==> config.mk <==
export PLATFORM = sky130hd
export DESIGN_NAME = spi_flow_ctrl
export DESIGN_NICKNAME = d
export VERILOG_FILES = /design/src/core/spi_flow_pkg.sv /design/src/core/spi_fifo_mem.sv /design/src/core/spi_flow_ctrl.sv
export SDC_FILE = /design/constraint.sdc
export NUM_CORES = 1
export LEC_CHECK = 0
export ABC_AREA = 0
export BUFFER_PORTS_ARGS = -buffer_cell sky130_fd_sc_hd__buf_4
export CAP_MARGIN = 20
export CORE_MARGIN = 1
export CORE_UTILIZATION = 40
export DETAILED_ROUTE_END_ITERATION = 10
export GPL_ROUTABILITY_DRIVEN = 0
export SYNTH_ARGS = -nofsm -noshare
export SYNTH_HDL_FRONTEND = slang
export SYNTH_SLANG_ARGS = --single-unit
==> constraint.sdc <==
create_clock -name mclk -period 3.64 [get_ports mclk]
set_input_delay 0.91 -clock mclk [delete_from_list [all_inputs] [get_ports mclk]]
set_output_delay 0.91 -clock mclk [all_outputs]
set_load 0.1 [all_outputs]
==> src/core/spi_flow_pkg.sv <==
// Shared constants and carrier types for the serial flow-control block.
// Assumes one 125 MHz peripheral clock drives every process.
package spi_flow_pkg;

  // Data path and FIFO shape
  localparam int DATA_W = 8;
  localparam int FIFO_DEPTH = 8;
  localparam int PTR_W = 3;
  localparam int CNT_W = PTR_W + 1;
  localparam logic [CNT_W-1:0] FIFO_FULL_CNT = 4'h8;
  localparam logic [DATA_W-1:0] DATA_RESET = 8'h00;

  // Clock period in nanoseconds
  localparam int T_SYS_NS = 8;

  // Ready seen to select low: two peripheral clock periods
  localparam int SEL_DLY_NS = 2 * T_SYS_NS;
  localparam int SEL_DLY_CYC = (SEL_DLY_NS + T_SYS_NS - 1) / T_SYS_NS;
  localparam logic [1:0] SEL_DLY_LAST = 2'(SEL_DLY_CYC - 1);

  // Serial-clock period counts, held as half periods
  localparam int LEAD_SCLK = 3;
  localparam int TRAIL_SCLK = 2;
  localparam int GAP_BASE_SCLK = 1;
  localparam logic [4:0] LEAD_LAST = 5'(2 * LEAD_SCLK - 1);
  localparam logic [4:0] TRAIL_LAST = 5'(2 * TRAIL_SCLK - 1);
  localparam logic [4:0] GAP_BASE_LAST = 5'(2 * GAP_BASE_SCLK - 1);
  localparam logic [4:0] SHIFT_LAST = 5'(2 * DATA_W - 1);

  // Width of the programmed wait count
  localparam int WAIT_W = 15;

  // How a master transfer is allowed to start
  typedef enum logic [1:0] {
    RDY_IGNORE = 2'h0,  // Fixed rate from the sample period
    RDY_EDGE = 2'h1,    // Falling edge of ready
    RDY_LEVEL = 2'h2    // Ready held low
  } rdy_mode_t;

  // Static configuration carried as one bundle
  typedef struct packed {
    logic master;             // 1: master, 0: slave
    rdy_mode_t rdy_mode;      // Start pacing in master mode
    logic cpol;               // Serial clock idle level
    logic cpha;               // 0: sample leading, 1: sample trailing
    logic [3:0] div;          // Half sclk period = div+1 clocks
    logic [WAIT_W-1:0] wait_cnt;  // Extra gap between frames
    logic wait_32k;           // 1: gap in 32.768 kHz ticks
  } cfg_t;

endpackage

==> src/core/spi_fifo_mem.sv <==
// Small storage array for one FIFO, read data from a register.
// Assumes the caller owns pointers and never writes and reads one slot
// expecting bypass; read data lag the address by one clock.
`timescale 1ns/1ps
module spi_fifo_mem (
  // Clock and enable
  input wire logic mclk,
  input wire logic ce,
  // Write port
  input wire logic we,
  input wire logic [spi_flow_pkg::PTR_W-1:0] waddr,
  input wire logic [spi_flow_pkg::DATA_W-1:0] wdata,
  // Read port
  input wire logic [spi_flow_pkg::PTR_W-1:0] raddr,
  output logic [spi_flow_pkg::DATA_W-1:0] rdata_q
);

  // Storage, no reset needed
  logic [spi_flow_pkg::DATA_W-1:0] mem [spi_flow_pkg::FIFO_DEPTH];

  // Write side
  always_ff @(posedge mclk) begin
    if (ce && we) begin
      mem[waddr] <= wdata;
    end
  end

  // Registered read keeps the output glitch free
  always_ff @(posedge mclk) begin
    if (ce) begin
      rdata_q <= mem[raddr];
    end
  end

endmodule

==> src/core/spi_flow_ctrl.sv <==
// Serial peripheral flow control: master pacing and slave framing.
// Assumes all pins are already synchronous to mclk and that the far
// side keeps its own timing rules.
//
// Behaviour
// - Master paces transfers by select and ready.
// - Sample period may fix rate, ignoring ready.
// - Slave select edges load/latch shifter, step FIFO.
// - Slave sampling and shifting follow configured phase.
// - Select low two clocks after ready seen.
// - Three sclk periods from select to clock.
// - Two sclk periods after last edge, then high.
// - Select high gap: one sclk plus wait.
// - Wait counts sclk periods or 32k ticks.
// - Master may start on ready falling edge.
// - Slave FIFO advances on select rising edge.
`timescale 1ns/1ps
module spi_flow_ctrl (
  // Clock, reset, enable
  input wire logic mclk,
  input wire logic rst,
  input wire logic ce,
  // Configuration and slow tick
  input wire spi_flow_pkg::cfg_t cfg,
  input wire logic tick_32k,
  // Transmit stream in
  input wire logic tx_valid,
  output logic tx_ready,
  input wire logic [spi_flow_pkg::DATA_W-1:0] tx_data,
  // Receive stream out
  output logic rx_valid,
  input wire logic rx_ready,
  output logic [spi_flow_pkg::DATA_W-1:0] rx_data,
  // Serial clock pin
  input wire logic sclk_i,
  output logic sclk_o,
  output logic sclk_oe,
  // Select pin, active low
  input wire logic select_n_i,
  output logic select_n_o,
  output logic select_n_oe,
  // Ready from external slave, active low
  input wire logic ready_n_i,
  // Data pins
  input wire logic mosi_i,
  output logic mosi_o,
  output logic mosi_oe,
  input wire logic miso_i,
  output logic miso_o,
  output logic miso_oe,
  // Status
  output logic busy
);

  // Master sequencer states
  typedef enum logic [5:0] {
    S_IDLE = 6'b000001,
    S_SEL = 6'b000010,
    S_LEAD = 6'b000100,
    S_SHIFT = 6'b001000,
    S_TRAIL = 6'b010000,
    S_GAP = 6'b100000
  } state_t;

  // Which edge launches data; the other edge samples
  function automatic logic launch_on(input logic leading,
                                     input logic cpha);
    launch_on = cpha ? leading : !leading;
  endfunction

  state_t state_q;             // Master state
  logic [1:0] tmr_q;           // Clocks spent in S_SEL
  logic [3:0] div_q;           // Half-period divider
  logic [4:0] hcnt_q;          // Half periods in current phase
  logic base_done_q;           // Fixed part of gap done
  logic [spi_flow_pkg::WAIT_W:0] wcnt_q;  // Wait units counted
  logic sclk_q;                // Driven serial clock
  logic sel_q;                 // Driven select, low active
  logic pend_q;                // Ready falling edge caught
  logic rdy_prev_q;            // Ready one clock ago
  logic sel_prev_q;            // Select pin one clock ago
  logic sclk_prev_q;           // Clock pin one clock ago
  logic slv_loaded_q;          // Slave took a FIFO word
  logic [spi_flow_pkg::DATA_W-1:0] tsh_q;  // Outgoing shifter
  logic [spi_flow_pkg::DATA_W-1:0] rsh_q;  // Incoming shifter
  logic dout_q;                // Bit on the output pin

  // FIFO plumbing, index 0 transmit, 1 receive
  logic [1:0] push;
  logic [1:0] pop;
  logic [1:0] head_ok;
  logic [spi_flow_pkg::DATA_W-1:0] wdat [2];
  logic [spi_flow_pkg::DATA_W-1:0] rdat [2];
  logic [spi_flow_pkg::CNT_W-1:0] cnt [2];

  // Event terms
  logic half_tick;
  logic go;
  logic start_ok;
  logic m_load;
  logic m_edge;
  logic m_push;
  logic s_fall;
  logic s_rise;
  logic s_edge;
  logic s_lead;
  logic ld;
  logic edge_ev;
  logic lead_ev;
  logic gap_unit;
  logic [spi_flow_pkg::WAIT_W:0] gap_need;
  logic rx_room;

  // Transmit and receive FIFOs share one shape
  generate
    for (genvar i = 0; i < 2; i++) begin : g_fifo
      logic [spi_flow_pkg::PTR_W-1:0] wp_q;
      logic [spi_flow_pkg::PTR_W-1:0] rp_q;
      logic [spi_flow_pkg::CNT_W-1:0] n_q;
      logic [1:0] chg_q;  // Read register still settling

      // Pointers and fill level
      always_ff @(posedge mclk) begin
        if (rst) begin
          wp_q <= '0;
          rp_q <= '0;
          n_q <= '0;
          chg_q <= 2'h0;
        end else if (ce) begin
          if (push[i]) begin
            wp_q <= wp_q + 1'b1;
          end
          if (pop[i]) begin
            rp_q <= rp_q + 1'b1;
          end
          n_q <= n_q + {3'h0, push[i]} - {3'h0, pop[i]};
          // Head word only moves on a pop or a push into an empty
          // store; later pushes must not hide a word already shown
          chg_q <= {chg_q[0], pop[i] | (push[i] && n_q == '0)};
        end
      end

      assign cnt[i] = n_q;
      assign head_ok[i] = (n_q != '0) && (chg_q == 2'h0);

      spi_fifo_mem u_mem (
        .mclk(mclk),
        .ce(ce),
        .we(push[i]),
        .waddr(wp_q),
        .wdata(wdat[i]),
        .raddr(rp_q),
        .rdata_q(rdat[i])
      );
    end
  endgenerate

  // User stream handshakes
  assign tx_ready = cnt[0] != spi_flow_pkg::FIFO_FULL_CNT;
  assign push[0] = tx_valid && tx_ready;
  assign wdat[0] = tx_data;
  assign rx_valid = head_ok[1];
  assign rx_data = rdat[1];
  assign pop[1] = rx_valid && rx_ready;
  assign rx_room = cnt[1] != spi_flow_pkg::FIFO_FULL_CNT;
  assign wdat[1] = rsh_q;

  // Start pacing: ready level, ready edge, or fixed rate
  always_comb begin
    case (cfg.rdy_mode)
      spi_flow_pkg::RDY_EDGE: go = pend_q;
      spi_flow_pkg::RDY_LEVEL: go = !ready_n_i;
      default: go = 1'b1;
    endcase
  end
  // Words must be waiting and there must be room for the reply
  assign start_ok = cfg.master && head_ok[0] && rx_room && go;

  // Half-period tick from the divider
  assign half_tick = (div_q == cfg.div);

  // Gap units: half serial periods, with the wait doubled, or slow ticks
  assign gap_unit = cfg.wait_32k ? tick_32k : half_tick;
  assign gap_need = cfg.wait_32k ? {1'b0, cfg.wait_cnt}
                                 : {cfg.wait_cnt, 1'b0};

  // Divider restarts in idle so every phase starts aligned
  always_ff @(posedge mclk) begin
    if (rst) begin
      div_q <= 4'h0;
    end else if (ce) begin
      if (state_q == S_IDLE || state_q == S_SEL || half_tick) begin
        div_q <= 4'h0;
      end else begin
        div_q <= div_q + 4'h1;
      end
    end
  end

  // Catch ready falling edges; a new edge beats the clear
  always_ff @(posedge mclk) begin
    if (rst) begin
      rdy_prev_q <= 1'b1;
      pend_q <= 1'b0;
    end else if (ce) begin
      rdy_prev_q <= ready_n_i;
      if (rdy_prev_q && !ready_n_i) begin
        pend_q <= 1'b1;
      end else if (state_q == S_IDLE && start_ok) begin
        pend_q <= 1'b0;
      end
    end
  end

  // Master sequencer: delay, lead, shift, trail, gap
  always_ff @(posedge mclk) begin
    if (rst) begin
      state_q <= S_IDLE;
      tmr_q <= 2'h0;
      hcnt_q <= 5'h0;
      base_done_q <= 1'b0;
      wcnt_q <= '0;
      sel_q <= 1'b1;
    end else if (ce) begin
      case (state_q)
        S_IDLE: begin
          tmr_q <= 2'h0;
          hcnt_q <= 5'h0;
          if (start_ok) begin
            state_q <= S_SEL;
          end
        end
        S_SEL: begin
          // Hold select high while the ready delay runs out
          if (tmr_q == spi_flow_pkg::SEL_DLY_LAST) begin
            state_q <= S_LEAD;
            sel_q <= 1'b0;
          end else begin
            tmr_q <= tmr_q + 2'h1;
          end
        end
        S_LEAD: begin
          if (half_tick) begin
            hcnt_q <= hcnt_q + 5'h1;
            if (hcnt_q == spi_flow_pkg::LEAD_LAST) begin
              state_q <= S_SHIFT;
              hcnt_q <= 5'h0;
            end
          end
        end
        S_SHIFT: begin
          if (half_tick) begin
            hcnt_q <= hcnt_q + 5'h1;
            if (hcnt_q == spi_flow_pkg::SHIFT_LAST) begin
              state_q <= S_TRAIL;
              hcnt_q <= 5'h0;
            end
          end
        end
        S_TRAIL: begin
          if (half_tick) begin
            hcnt_q <= hcnt_q + 5'h1;
            if (hcnt_q == spi_flow_pkg::TRAIL_LAST) begin
              state_q <= S_GAP;
              sel_q <= 1'b1;
              hcnt_q <= 5'h0;
              base_done_q <= 1'b0;
              wcnt_q <= '0;
            end
          end
        end
        S_GAP: begin
          // One serial period first, then the programmed wait
          if (!base_done_q) begin
            if (half_tick) begin
              hcnt_q <= hcnt_q + 5'h1;
              if (hcnt_q == spi_flow_pkg::GAP_BASE_LAST) begin
                base_done_q <= 1'b1;
              end
            end
          end else if (wcnt_q >= gap_need) begin
            state_q <= S_IDLE;
          end else if (gap_unit) begin
            wcnt_q <= wcnt_q + 1'b1;
          end
        end
        default: begin
          state_q <= S_IDLE;
          sel_q <= 1'b1;
        end
      endcase
    end
  end

  // Driven serial clock toggles only while shifting
  always_ff @(posedge mclk) begin
    if (rst) begin
      sclk_q <= 1'b0;
    end else if (ce) begin
      if (state_q == S_SHIFT && half_tick) begin
        sclk_q <= !sclk_q;
      end else if (state_q != S_SHIFT) begin
        sclk_q <= cfg.cpol;
      end
    end
  end

  // Slave pin history for edge detection
  always_ff @(posedge mclk) begin
    if (rst) begin
      sel_prev_q <= 1'b1;
      sclk_prev_q <= 1'b0;
    end else if (ce) begin
      sel_prev_q <= select_n_i;
      sclk_prev_q <= sclk_i;
    end
  end

  // Master events
  assign m_load = state_q == S_SEL && tmr_q == spi_flow_pkg::SEL_DLY_LAST;
  assign m_edge = state_q == S_SHIFT && half_tick;
  assign m_push = state_q == S_TRAIL && half_tick &&
                  hcnt_q == spi_flow_pkg::TRAIL_LAST;

  // Slave events; clock edges only count inside a select frame
  assign s_fall = !cfg.master && sel_prev_q && !select_n_i;
  assign s_rise = !cfg.master && !sel_prev_q && select_n_i;
  assign s_edge = !cfg.master && !select_n_i && (sclk_i != sclk_prev_q);
  assign s_lead = sclk_prev_q == cfg.cpol;

  // Merged shift events of both modes
  assign ld = cfg.master ? m_load : s_fall;
  assign edge_ev = cfg.master ? m_edge : s_edge;
  assign lead_ev = cfg.master ? !hcnt_q[0] : s_lead;

  // FIFO steps: master per frame, slave on select rising edge
  assign pop[0] = cfg.master ? m_load : (s_rise && slv_loaded_q);
  assign push[1] = cfg.master ? m_push : (s_rise && rx_room);

  // Slave remembers whether a real word was loaded
  always_ff @(posedge mclk) begin
    if (rst) begin
      slv_loaded_q <= 1'b0;
    end else if (ce) begin
      if (s_fall) begin
        slv_loaded_q <= head_ok[0];
      end else if (s_rise) begin
        slv_loaded_q <= 1'b0;
      end
    end
  end

  // Shift registers; an empty FIFO sends zeros in slave mode
  always_ff @(posedge mclk) begin
    if (rst) begin
      tsh_q <= spi_flow_pkg::DATA_RESET;
      rsh_q <= spi_flow_pkg::DATA_RESET;
      dout_q <= 1'b0;
    end else if (ce) begin
      if (ld) begin
        // Phase 0 puts the first bit out before any clock edge
        if (!cfg.cpha) begin
          dout_q <= head_ok[0] ? rdat[0][spi_flow_pkg::DATA_W-1] : 1'b0;
          tsh_q <= head_ok[0] ? {rdat[0][spi_flow_pkg::DATA_W-2:0], 1'b0}
                              : spi_flow_pkg::DATA_RESET;
        end else begin
          tsh_q <= head_ok[0] ? rdat[0] : spi_flow_pkg::DATA_RESET;
        end
      end else if (edge_ev) begin
        if (launch_on(lead_ev, cfg.cpha)) begin
          dout_q <= tsh_q[spi_flow_pkg::DATA_W-1];
          tsh_q <= {tsh_q[spi_flow_pkg::DATA_W-2:0], 1'b0};
        end else begin
          rsh_q <= {rsh_q[spi_flow_pkg::DATA_W-2:0],
                    cfg.master ? miso_i : mosi_i};
        end
      end
    end
  end

  // Pin drive: master owns clock, select and mosi
  assign sclk_o = sclk_q;
  assign sclk_oe = cfg.master;
  assign select_n_o = sel_q;
  assign select_n_oe = cfg.master;
  assign mosi_o = dout_q;
  assign mosi_oe = cfg.master;
  // Slave drives miso only while selected by the far master
  assign miso_o = dout_q;
  assign miso_oe = !cfg.master && !select_n_i;
  assign busy = (state_q != S_IDLE) || !sel_prev_q;

endmodule

==> out/results.ini, run 1 <==
[timing]
maxSlewViolCount = 0
setup_tns_ps = 0
max_freq_mhz = 329.4
fin_skew_ps = 18.62
setup_violations = 0
worst_hold_slack_ps = 485.9
min_period_over_period_pct = 83.41
period_minus_slack_ps = 3036
slew_headroom_pct = 37.51
hold_viol = 0
tightest_slew_ps = 936.0
rsz0062_at_grt = false

[drt]
drt-met1-wl_mm = 10.25
finalWirelength_mm = 21.49
top_layer_used = met4
wl_met2_mm = 10.01
ant_nets = 0
wire_per_inst_um = 16.87
routed-via-count = 6712
drt_iter0_drc = 330
firstDrtPassIters = 7
vias_per_cell = 5.268
met3_length_um = 742
drc = 24

[finish]
syn2layout_area_growth_pct = 15.85
final_core_util_pct = 47.38
drive_gt1_share_pct = 22.17
num-fill-cells = 2377
design_area_um2 = 12420
layout.nets = 1005

[worst_setup_path]
cpPeakStageDelay_ps = 500
crit_family = adder cells
crit_slowest_cell = o21ai_1
path_max_fanout = 11
path_cells = nor4_2 -> nand2_2 -> o21ai_1 -> ha_1 -> inv_1 -> ha_1 -> inv_1 -> fa_1 -> xor2_1 -> nor2_1 -> a21oi_1 -> nor2_1
crit_buf_inv = 2
timing.rr.end = g_fifo[0].n_q[2]
reg2regPathDepth = 12
crit_path_end_kind = register
criticalPathCategory = reg -> reg
cp.arrival_ps = 3420
rr_startpoint = state_q[2]
cp.required_ps = 4030
r2r_slack_ps = 600
cp-start-kind = register

[logic_synthesis]
synth_fp_nets = 934
ys_warn_count = 0
yosys-top-cells-area = edfxtp_1, dfxtp_1, mux4_2
synthCells = 847
syn-cell-area_um2 = 10720
ys_types = 83
synthFlopType = edfxtp_1
synth_top_area_share_pct = 40.35
async_reset_ff_share_pct = 0
syn_avg_cell_area_um2 = 12.65
post-synth-top-area-cell = edfxtp_1
ys_seq_elements = 226
synth_edf_count = 144
synth_seq_area_share_pct = 55.66

[global_route]
antenna_found_initial = 1
overflow = 0
first_global_vias = 6641
grt_max_degree = 60
grt.total_usage_pct = 16.07
grt_first_pass_wirelength_mm = 35.66

[clock_network]
cts_htree_levels = 1
cts_tree = done
post_cts_resized = 0
clkTransAtPathRegs_ps = 60
hold_buffers = 0
numCtsBuffers = 26
clock_sinks = 226
cts.path.max_buffers = 3
post-cts-setup-buffer-count = 0
root_buffer = clkbuf_16
clock_latency_ps = 520

[power_and_ir_drop]
p_leak_nw = 4.399
power_density_nw_per_um2 = 479.2
comb_power_share_pct = 10.5
p_int_mw = 4.494
power_frac_seq_pct = 47.4
p_sw_share_pct = 24.47
ir_drop_mv = 0.3797
p_sw_mw = 1.456
p_clk_share_pct = 42.2

[floorplan]
rows = 59
start_util_pct = 40.90
core_region_area_um2 = 26210
die_w_um = 165.7
dieHeight_um = 165.7
die-area_um2 = 27450
ios = 63

[place]
place_area_um2 = 11580
io_buffers = 62
dp_hpwl_mm = 14.49

[flow_run]
maxCapViolCount = 0

[hold_path]
hold_path.class = reg -> reg
hold_path_depth = 2
hold_end = rdy_prev_q
hp-start = rdy_prev_q

[status]
status = finished with violations
violations = design-rule violations

==> cell type report <==
type | instances | area (µm²) | share of cell area, %
diodes | 1 | 2.502 | 0.02015
clock buffers | 31 | 690.7 | 5.562
clock inverters | 17 | 141.4 | 1.139
inverters | 29 | 108.9 | 0.8767
multi-input cells | 542 | 4390 | 35.36
flip-flops and latches | 226 | 5966 | 48.05
well taps | 335 | 419.2 | 3.376
repair buffers | 93 | 698.2 | 5.623
==> Yosys cell counts (25+ instances only) <==
master      n
edfxtp_1  144
dfxtp_1    82
nor2_1     78
mux2i_1    53
nand2_1    53
ha_1       41
a21oi_1    32
mux4_2     32
inv_1      27
nand3_1    25
==> power by group through the flow <==
stage	Combinational, mW	Sequential (mW)	Clock [mW]
2_1_floorplan	0.436	2.90	0
3_3_place_gp	0.623	2.87	0
3_5_place_dp	0.628	2.87	0
4_1_cts	0.631	2.82	2.57
5_1_grt	0.684	2.83	2.69
6_report	0.624	2.82	2.51
==> cell usage in the layout, fill, tap and decap left out, types with 5 or more instances in the layout <==
cell type / n
clkinv_2: 5
mux4_2: 32
nand4_1: 10
nor2_1: 78
a211o_1: 5
buf_4: 93
xnor2_1: 6
xor2_1: 16
ha_1: 41
o211ai_1: 5
dfxtp_1: 82
o31ai_1: 6
a211oi_1: 12
nand3_1: 25
or3_1: 6
inv_1: 27
nor4_1: 5
a21oi_1: 32
clkinv_1: 7
nor3_1: 21
o21a_1: 5
nand2_1: 53
and3_1: 5
clkbuf_16: 27
mux2i_1: 53
nand2b_1: 22
o21ai_0: 13
mux2_2: 16
nor3_2: 5
edfxtp_1: 144
==> stage by stage <==
step           cells  setup WS, ps  total power [mW]
2_1_floorplan    847         45.15             3.333
3_3_place_gp    1225         336.5             3.494
3_5_place_dp    1225         287.8             3.500
4_1_cts         1273         608.7             6.022
5_1_grt         1273         318.1             6.196
6_report        1274         603.7             5.950
==> cells by family after synthesis <==
| kind of cell | Yosys count | synth area share (%) |
|---|---|---|
| simple gates | 263 | 12.89 |
| compound gates | 113 | 7.658 |
| mux | 101 | 13.36 |
| fa+ha+maj | 43 | 5.160 |
| buf+inv | 79 | 3.479 |
| xor+xnor | 22 | 1.798 |
| flops | 226 | 55.66 |
==> registers in the layout, summed over array words and instances, names as in the netlist, 6 cells and up <==
name and flops:
g_fifo.wp_q 6, wcnt_q 16, g_fifo.u_mem.rdata_q 16, g_fifo.n_q 8, tsh_q 8, g_fifo.u_mem.mem 128
rsh_q 8, state_q 6, g_fifo.rp_q 6
==> per-layer routing <==
layer / vias to the layer above / global-route usage (%)
met3: 38 / 2.581
met1: 3250 / 21.85
met2: 92 / 26.68
met4: 0 / 4.348
met5: - / 0
li1: 3332 / -
==> worst reg2reg max path: cells and delay by family (launching register included) <==
family | cells | cell delay [ps]
xor gates and xnor gates | 1 | 140
adders and majority gates | 3 | 850
buffers and inverters | 2 | 110
AOI/OAI and AO/OA | 2 | 620
and+or+nand+nor | 4 | 760
DFF | 1 | 440
==> how the worst max path moves through the flow <==
stage	start	endpoint	slack (ps)	cells after the start
3_5_place_dp	cfg[0]	state_q[4]	290	9
5_1_grt	hcnt_q[0]	g_fifo[1].n_q[2]	320	14
3_3_place_gp	cfg[0]	state_q[4]	340	9
4_1_cts	hcnt_q[0]	g_fifo[1].n_q[2]	610	14
6_report	state_q[2]	g_fifo[0].n_q[2]	600	12
2_1_floorplan	g_fifo[1].n_q[2]	g_fifo[1].n_q[2]	50	15
(Power assumes the default switching activity.)
==> run 2, diff against run 1 <==
--- a/config.mk
+++ b/config.mk
@@ -5,7 +5,7 @@
 export SDC_FILE = /design/constraint.sdc
 export NUM_CORES = 1
 export LEC_CHECK = 0
-export ABC_AREA = 0
+export ABC_AREA = 1
 export BUFFER_PORTS_ARGS = -buffer_cell sky130_fd_sc_hd__buf_4
 export CAP_MARGIN = 20
 export CORE_MARGIN = 1
==> constraint.sdc (replaced) <==
create_clock -name mclk -period 2.7 [get_ports mclk]
set_input_delay 0.675 -clock mclk [delete_from_list [all_inputs] [get_ports mclk]]
set_output_delay 0.675 -clock mclk [all_outputs]
set_load 0.1 [all_outputs]
==> run 2 against run 1 <==
The flow now finishes without violations. Fmax is 22% higher. Final area is 4.7% higher. Core utilization up 0.72 points. Worst setup slack lost 390 ps. Critical path type unchanged. Highest routed layer unchanged.
==> out/results.ini, run 2 <==
[status]
status = complete, no violations

[finish]
diodes = 0
final_common_cell = nor2_1
reg_top3 = g_fifo.u_mem.mem (128), g_fifo.u_mem.rdata_q (16), wcnt_q (16)
stdcell_count = 1688
drive_gt1_share_pct = 14.92
final_cell_mix = nor2_1, nand2_1, edfxtp_1
largest_reg_flops = 128
syn2layout_area_growth_pct = 17.60
regMostFlops = g_fifo.u_mem.mem
layout.nets = 1414

[global_route]
grt_first_pass_wirelength_mm = 40.93
overflow = 0
grt.total_usage_pct = 17.84
grt_max_degree = 42
first_global_vias = 8137
antenna_found_initial = 0

[worst_setup_path]
timing.rr.end = g_fifo[1].n_q[2]
crit_slowest_cell = dfxtp_1
path_max_fanout = 4
cpPeakStageDelay_ps = 400
crit_path_end_kind = register
crit_buf_inv = 3
criticalPathCategory = reg -> reg
startpoint = hcnt_q[1]
path_cells = ha_2 -> nand3_1 -> nor2_1 -> nand2_2 -> nor2_1 -> a21boi_1 -> ha_4 -> inv_2 -> ha_4 -> inv_2 -> fa_2 -> xnor2_1 -> o21ai_1 -> inv_1
cp_num_cells = 14
crit_family = adder cells
cp-endpoint = g_fifo[1].n_q[2]
r2r_slack_ps = 210
reg2regPathDepth = 14
cp-start-kind = register
cp.arrival_ps = 2900
rr_startpoint = hcnt_q[1]
cp.required_ps = 3110

[drt]
ant_nets = 0
firstDrtPassIters = 5
vias_per_cell = 5.034
drc = 0
routed-via-count = 8497
drt_iter0_drc = 674
wire_per_inst_um = 14.61
finalWirelength_mm = 24.66

[logic_synthesis]
synthCells = 1239
synth_edf_count = 144
syn_avg_cell_area_um2 = 8.922
post-synth-top-area-cell = edfxtp_1
synth_top_area_share_pct = 39.12
synthFlopType = edfxtp_1
ys_warn_count = 0
async_reset_ff_share_pct = 0
synth_seq_area_share_pct = 53.97
yosysMostFrequentCell = nor2_1
synth_common_cells = nor2_1, nand2_1, edfxtp_1
ys_seq_elements = 226
synth_fp_nets = 1326
ys_types = 48
yosys-top-cells-area = edfxtp_1, dfxtp_1, nor2_1
syn-cell-area_um2 = 11050

[timing]
slew_headroom_pct = 61.36
period_minus_slack_ps = 2490
setup_violations = 0
worst_hold_slack_ps = 382.1
tightest_slew_ps = 578.9
layout_setup_ws_ps = 210.2
rsz0062_at_grt = false
min_period_over_period_pct = 92.22
setup_tns_ps = 0
maxSlewViolCount = 0
fin_skew_ps = 10.52
hold_viol = 0
max_freq_mhz = 401.6

[power_and_ir_drop]
p_leak_nw = 5.234
p_sw_mw = 2.484
p_clk_share_pct = 39.3
p_sw_share_pct = 27.93
ir_drop_mv = 0.5670
comb_power_share_pct = 16.9
p_int_mw = 6.410
power_frac_seq_pct = 43.8
power_density_nw_per_um2 = 684.1

[clock_network]
root_buffer = clkbuf_16
cts.path.max_buffers = 3
numCtsBuffers = 26
clock_sinks = 226
clkTransAtPathRegs_ps = 60
cts_tree = done
cts_htree_levels = 1
clock_latency_ps = 520
post-cts-setup-buffer-count = 0

[floorplan]
ios = 63
dieHeight_um = 168.2
die_w_um = 168.2
rows = 60
die-area_um2 = 28300
core_region_area_um2 = 27030
start_util_pct = 40.90

[place]
dp.cells = 1640
dp_hpwl_mm = 16.98
dp_slack_ps = -40.38
io_buffers = 62

[hold_path]
hold_path_depth = 1
hold_path.class = in -> reg

[flow_run]
maxCapViolCount = 0

-- run 2: cell types whose count changed in the layout (fill, tap and decap cells not counted), sizes merged, moves of 14 or more --
| cell | before | now |
|---|---|---|
| mux2 | 16 | 0 |
| nand2 | 54 | 210 |
| inv | 27 | 141 |
| nand2b | 22 | 0 |
| nor2 | 79 | 222 |
| nand3 | 26 | 48 |
| a31oi | 2 | 21 |
| mux2i | 53 | 10 |
| o21ai | 14 | 119 |
| o22ai | 2 | 16 |
| a21oi | 32 | 61 |
| mux4 | 32 | 0 |
-- run 2: power by group through the flow --
stage	clock network (mW)	registers [mW]	logic, mW
finish	3.50	3.90	1.50
global route	3.70	3.91	1.68
CTS	3.58	3.90	1.51
detailed placement	0	3.97	1.51
global placement	0	3.97	1.49
floorplan	0	4.11	0.979
-- run 2: routing by layer --
layer	wire length, µm	global-route usage, %	vias to the layer above
met3	925	2.069	37
met4	546	4.585	0
met5	0	0	-
li1	-	-	4357
met2	11820	30.96	149
met1	11370	23.61	3954
-- run 2: cell type report --
class | instances | area [µm²]
Timing Repair Buffer | 104 | 793.3
Fill cell | 2555 | 14030
Inverter | 143 | 536.8
Tap cell | 341 | 426.7
Clock inverter | 12 | 138.9
Clock buffer | 36 | 719.4
Sequential cell | 226 | 5968
Multi-Input combinational cell | 826 | 4417
-- run 2: cell families (layout without fill, tap and decap cells) --
| group | after synthesis | after routing | share of synthesized area, % |
|---|---|---|---|
| simple gates | 531 | 531 | 21.20 |
| compound gates | 234 | 234 | 11.55 |
| flops | 226 | 226 | 53.97 |
| buf+inv | 187 | 295 | 6.746 |
| fa+ha+maj | 43 | 43 | 5.003 |
| mux | 10 | 10 | 0.9055 |
| xor+xnor | 8 | 8 | 0.6339 |
-- run 2: worst min-delay path by stage --
stage / startpoint / endpoint / slack (ps)
6_report: tx_data[6] / g_fifo[0].u_mem.mem[5][6] / 380
5_1_grt: tx_data[6] / g_fifo[0].u_mem.mem[7][6] / 380
4_1_cts: tx_data[0] / g_fifo[0].u_mem.mem[6][0] / 370
3_3_place_gp: tmr_q[1] / tmr_q[1] / 450
3_5_place_dp: tmr_q[1] / tmr_q[1] / 460
2_1_floorplan: tmr_q[1] / tmr_q[1] / 440
-- run 2: timing repair --
| action | in CTS | in global routing |
|---|---|---|
| endpoints found under the setup margin | 0 | 1 |
| hold buffers | 0 | 0 |
| resized for setup | 0 | 1 |
-- run 2: per-stage QoR --
stage	util [%]	area [µm²]	total power, mW
after floorplan	-	11130	5.091
after global placement	44.92	12140	5.456
after detailed placement	44.92	12140	5.476
after CTS	48.09	13000	8.986
after global routing	48.10	13000	9.292
final	48.10	13000	8.894
==> run 3, diff against run 2 <==
--- a/config.mk
+++ b/config.mk
@@ -12,6 +12,7 @@
 export CORE_UTILIZATION = 40
 export DETAILED_ROUTE_END_ITERATION = 10
 export GPL_ROUTABILITY_DRIVEN = 0
+export PLACE_DENSITY = 0.59
 export SYNTH_ARGS = -nofsm -noshare
 export SYNTH_HDL_FRONTEND = slang
 export SYNTH_SLANG_ARGS = --single-unit
==> run 3 against run 2 <==
Fmax increased by 1.1%. Critical endpoint is now busy. Sequential power is essentially flat. Core utilization down 0.079 points.
==> out/results.ini, run 3 (synthesis gave the netlist of run 2 again) <==
[clock_network]
numCtsBuffers = 25
clock_sinks = 226
cts.path.max_buffers = 3
cts_tree = done
hold_buffers = 0
clkTransAtPathRegs_ps = 60
root_buffer = clkbuf_16
cts_htree_levels = 1
clock_latency_ps = 520
post-cts-setup-buffer-count = 0

[finish]
multiInputGateArea_um2 = 4422
layout.nets = 1412
final_common_cell = nor2_1
register_area_um2 = 5968
diodes = 0
final_core_util_pct = 48.02
reg_top3 = g_fifo.u_mem.mem (128), g_fifo.u_mem.rdata_q (16), wcnt_q (16)
regMostFlops = g_fifo.u_mem.mem
num-fill-cells = 2572
final_cell_mix = nor2_1, nand2_1, edfxtp_1
drive_gt1_share_pct = 14.96
largest_reg_flops = 128
syn2layout_area_growth_pct = 17.41

[global_route]
grt.total_usage_pct = 18.24
grt_max_degree = 42
first_global_vias = 8088
antenna_found_initial = 0
grt_first_pass_wirelength_mm = 41.42
overflow = 0

[drt]
drc = 0
firstDrtPassIters = 6
routed-via-count = 8474
wire_per_inst_um = 14.89
ant_nets = 0
finalWirelength_mm = 25.10
vias_per_cell = 5.029
drt_iter0_drc = 494

[timing]
slew_headroom_pct = 42.63
layout_setup_ws_ps = 236.4
rsz0062_at_grt = false
hold_viol = 0
period_minus_slack_ps = 2464
maxSlewViolCount = 0
setup_violations = 0
max_freq_mhz = 405.9
setup_tns_ps = 0
tightest_slew_ps = 859.7
fin_skew_ps = 11.62
min_period_over_period_pct = 91.24

[power_and_ir_drop]
power_frac_seq_pct = 44.0
ir_drop_mv = 0.6337
power_density_nw_per_um2 = 682.1
p_int_mw = 6.365
comb_power_share_pct = 17.0
p_sw_share_pct = 28.11
p_leak_nw = 5.230
p_clk_share_pct = 39.0
fin_total_pwr_mw = 8.853
p_sw_mw = 2.489

[worst_setup_path]
cpPeakStageDelay_ps = 340
crit_path_end_kind = output pin
cp-start-kind = register
path_max_fanout = 6
path_cells = nor2_4 -> nand4_1 -> or2_2 -> buf_4
cp.required_ps = 2030
crit_slowest_cell = dfxtp_1
criticalPathCategory = reg -> out
cp.arrival_ps = 1790

[floorplan]
dieHeight_um = 168.2
die-area_um2 = 28300
ios = 63
start_util_pct = 40.90
rows = 60
die_w_um = 168.2
core_region_area_um2 = 27030

[place]
dp_hpwl_mm = 17.11
io_buffers = 62
dp_slack_ps = -49.87

[hold_path]
hold_path.class = in -> reg

[flow_run]
maxCapViolCount = 0

[status]
status = complete, no violations

## run 3: cell types whose count changed in the layout (fill, tap and decap cells not counted), sizes merged
cell      delta
clkinv       +2
clkinvlp     -2
clkbuf       -3
buf          -1
inv          +1
## run 3: timing repair
action | in CTS | in global routing
gates resized for setup | 0 | 2
setup endpoints to repair | 0 | 23
hold endpoints to repair | 0 | 0
## run 3: per-layer routing
| metal | vias to the layer above | routed length (µm) | track usage, % |
|---|---|---|---|
| li1 | 4361 | - | - |
| met2 | 118 | 12140 | 31.48 |
| met3 | 27 | 853 | 2.327 |
| met4 | 0 | 410 | 4.545 |
| met1 | 3968 | 11700 | 24.22 |
| met5 | - | 0 | 0 |
## run 3: power by group through the flow
stage          registers [mW]  clock network [mW]  logic [mW]
2_1_floorplan            4.11                   0       0.979
3_3_place_gp             3.97                   0        1.50
3_5_place_dp             3.97                   0        1.51
4_1_cts                  3.90                3.53        1.52
5_1_grt                  3.91                3.66        1.69
6_report                 3.90                3.45        1.50
## run 3: worst paths after layout
kind / start / slack, ps / to / cells past startpoint
setup / recovery: state_q[4] / 240 / busy / 4
hold / removal: tx_data[2] / 380 / g_fifo[0].u_mem.mem[1][2] / 1
hold reg to reg: slv_loaded_q / 460 / slv_loaded_q / 2
setup reg to reg: hcnt_q[1] / 250 / g_fifo[1].u_mem.mem[0][1] / 11
## run 3: final cells by class
cell class / count / share of cell area [%]
multi-input cells: 826 / 34.07
inverters: 143 / 4.136
repair buffers: 103 / 6.054
well taps: 341 / 3.287
clock buffers: 33 / 5.360
clock inverters: 13 / 1.109
flip-flops and latches: 226 / 45.98
## run 3: through the flow
step | cell area, µm² | instances | hold WS [ps]
after detailed placement | 12130 | 1639 | 450.7
final | 12980 | 1685 | 380.8
after global routing | 12980 | 1685 | 379.8
after CTS | 12970 | 1685 | 366.8
after global placement | 12130 | 1639 | 448.5
after floorplan | 11130 | 1239 | 438.9
## run 3: worst max-delay path, delay by kind of cell (launching register included)
kind                   cells  cell delay [ps]
flip-flops                 1              340
AND/OR/NAND/NOR            3              690
buffers and inverters      1              240
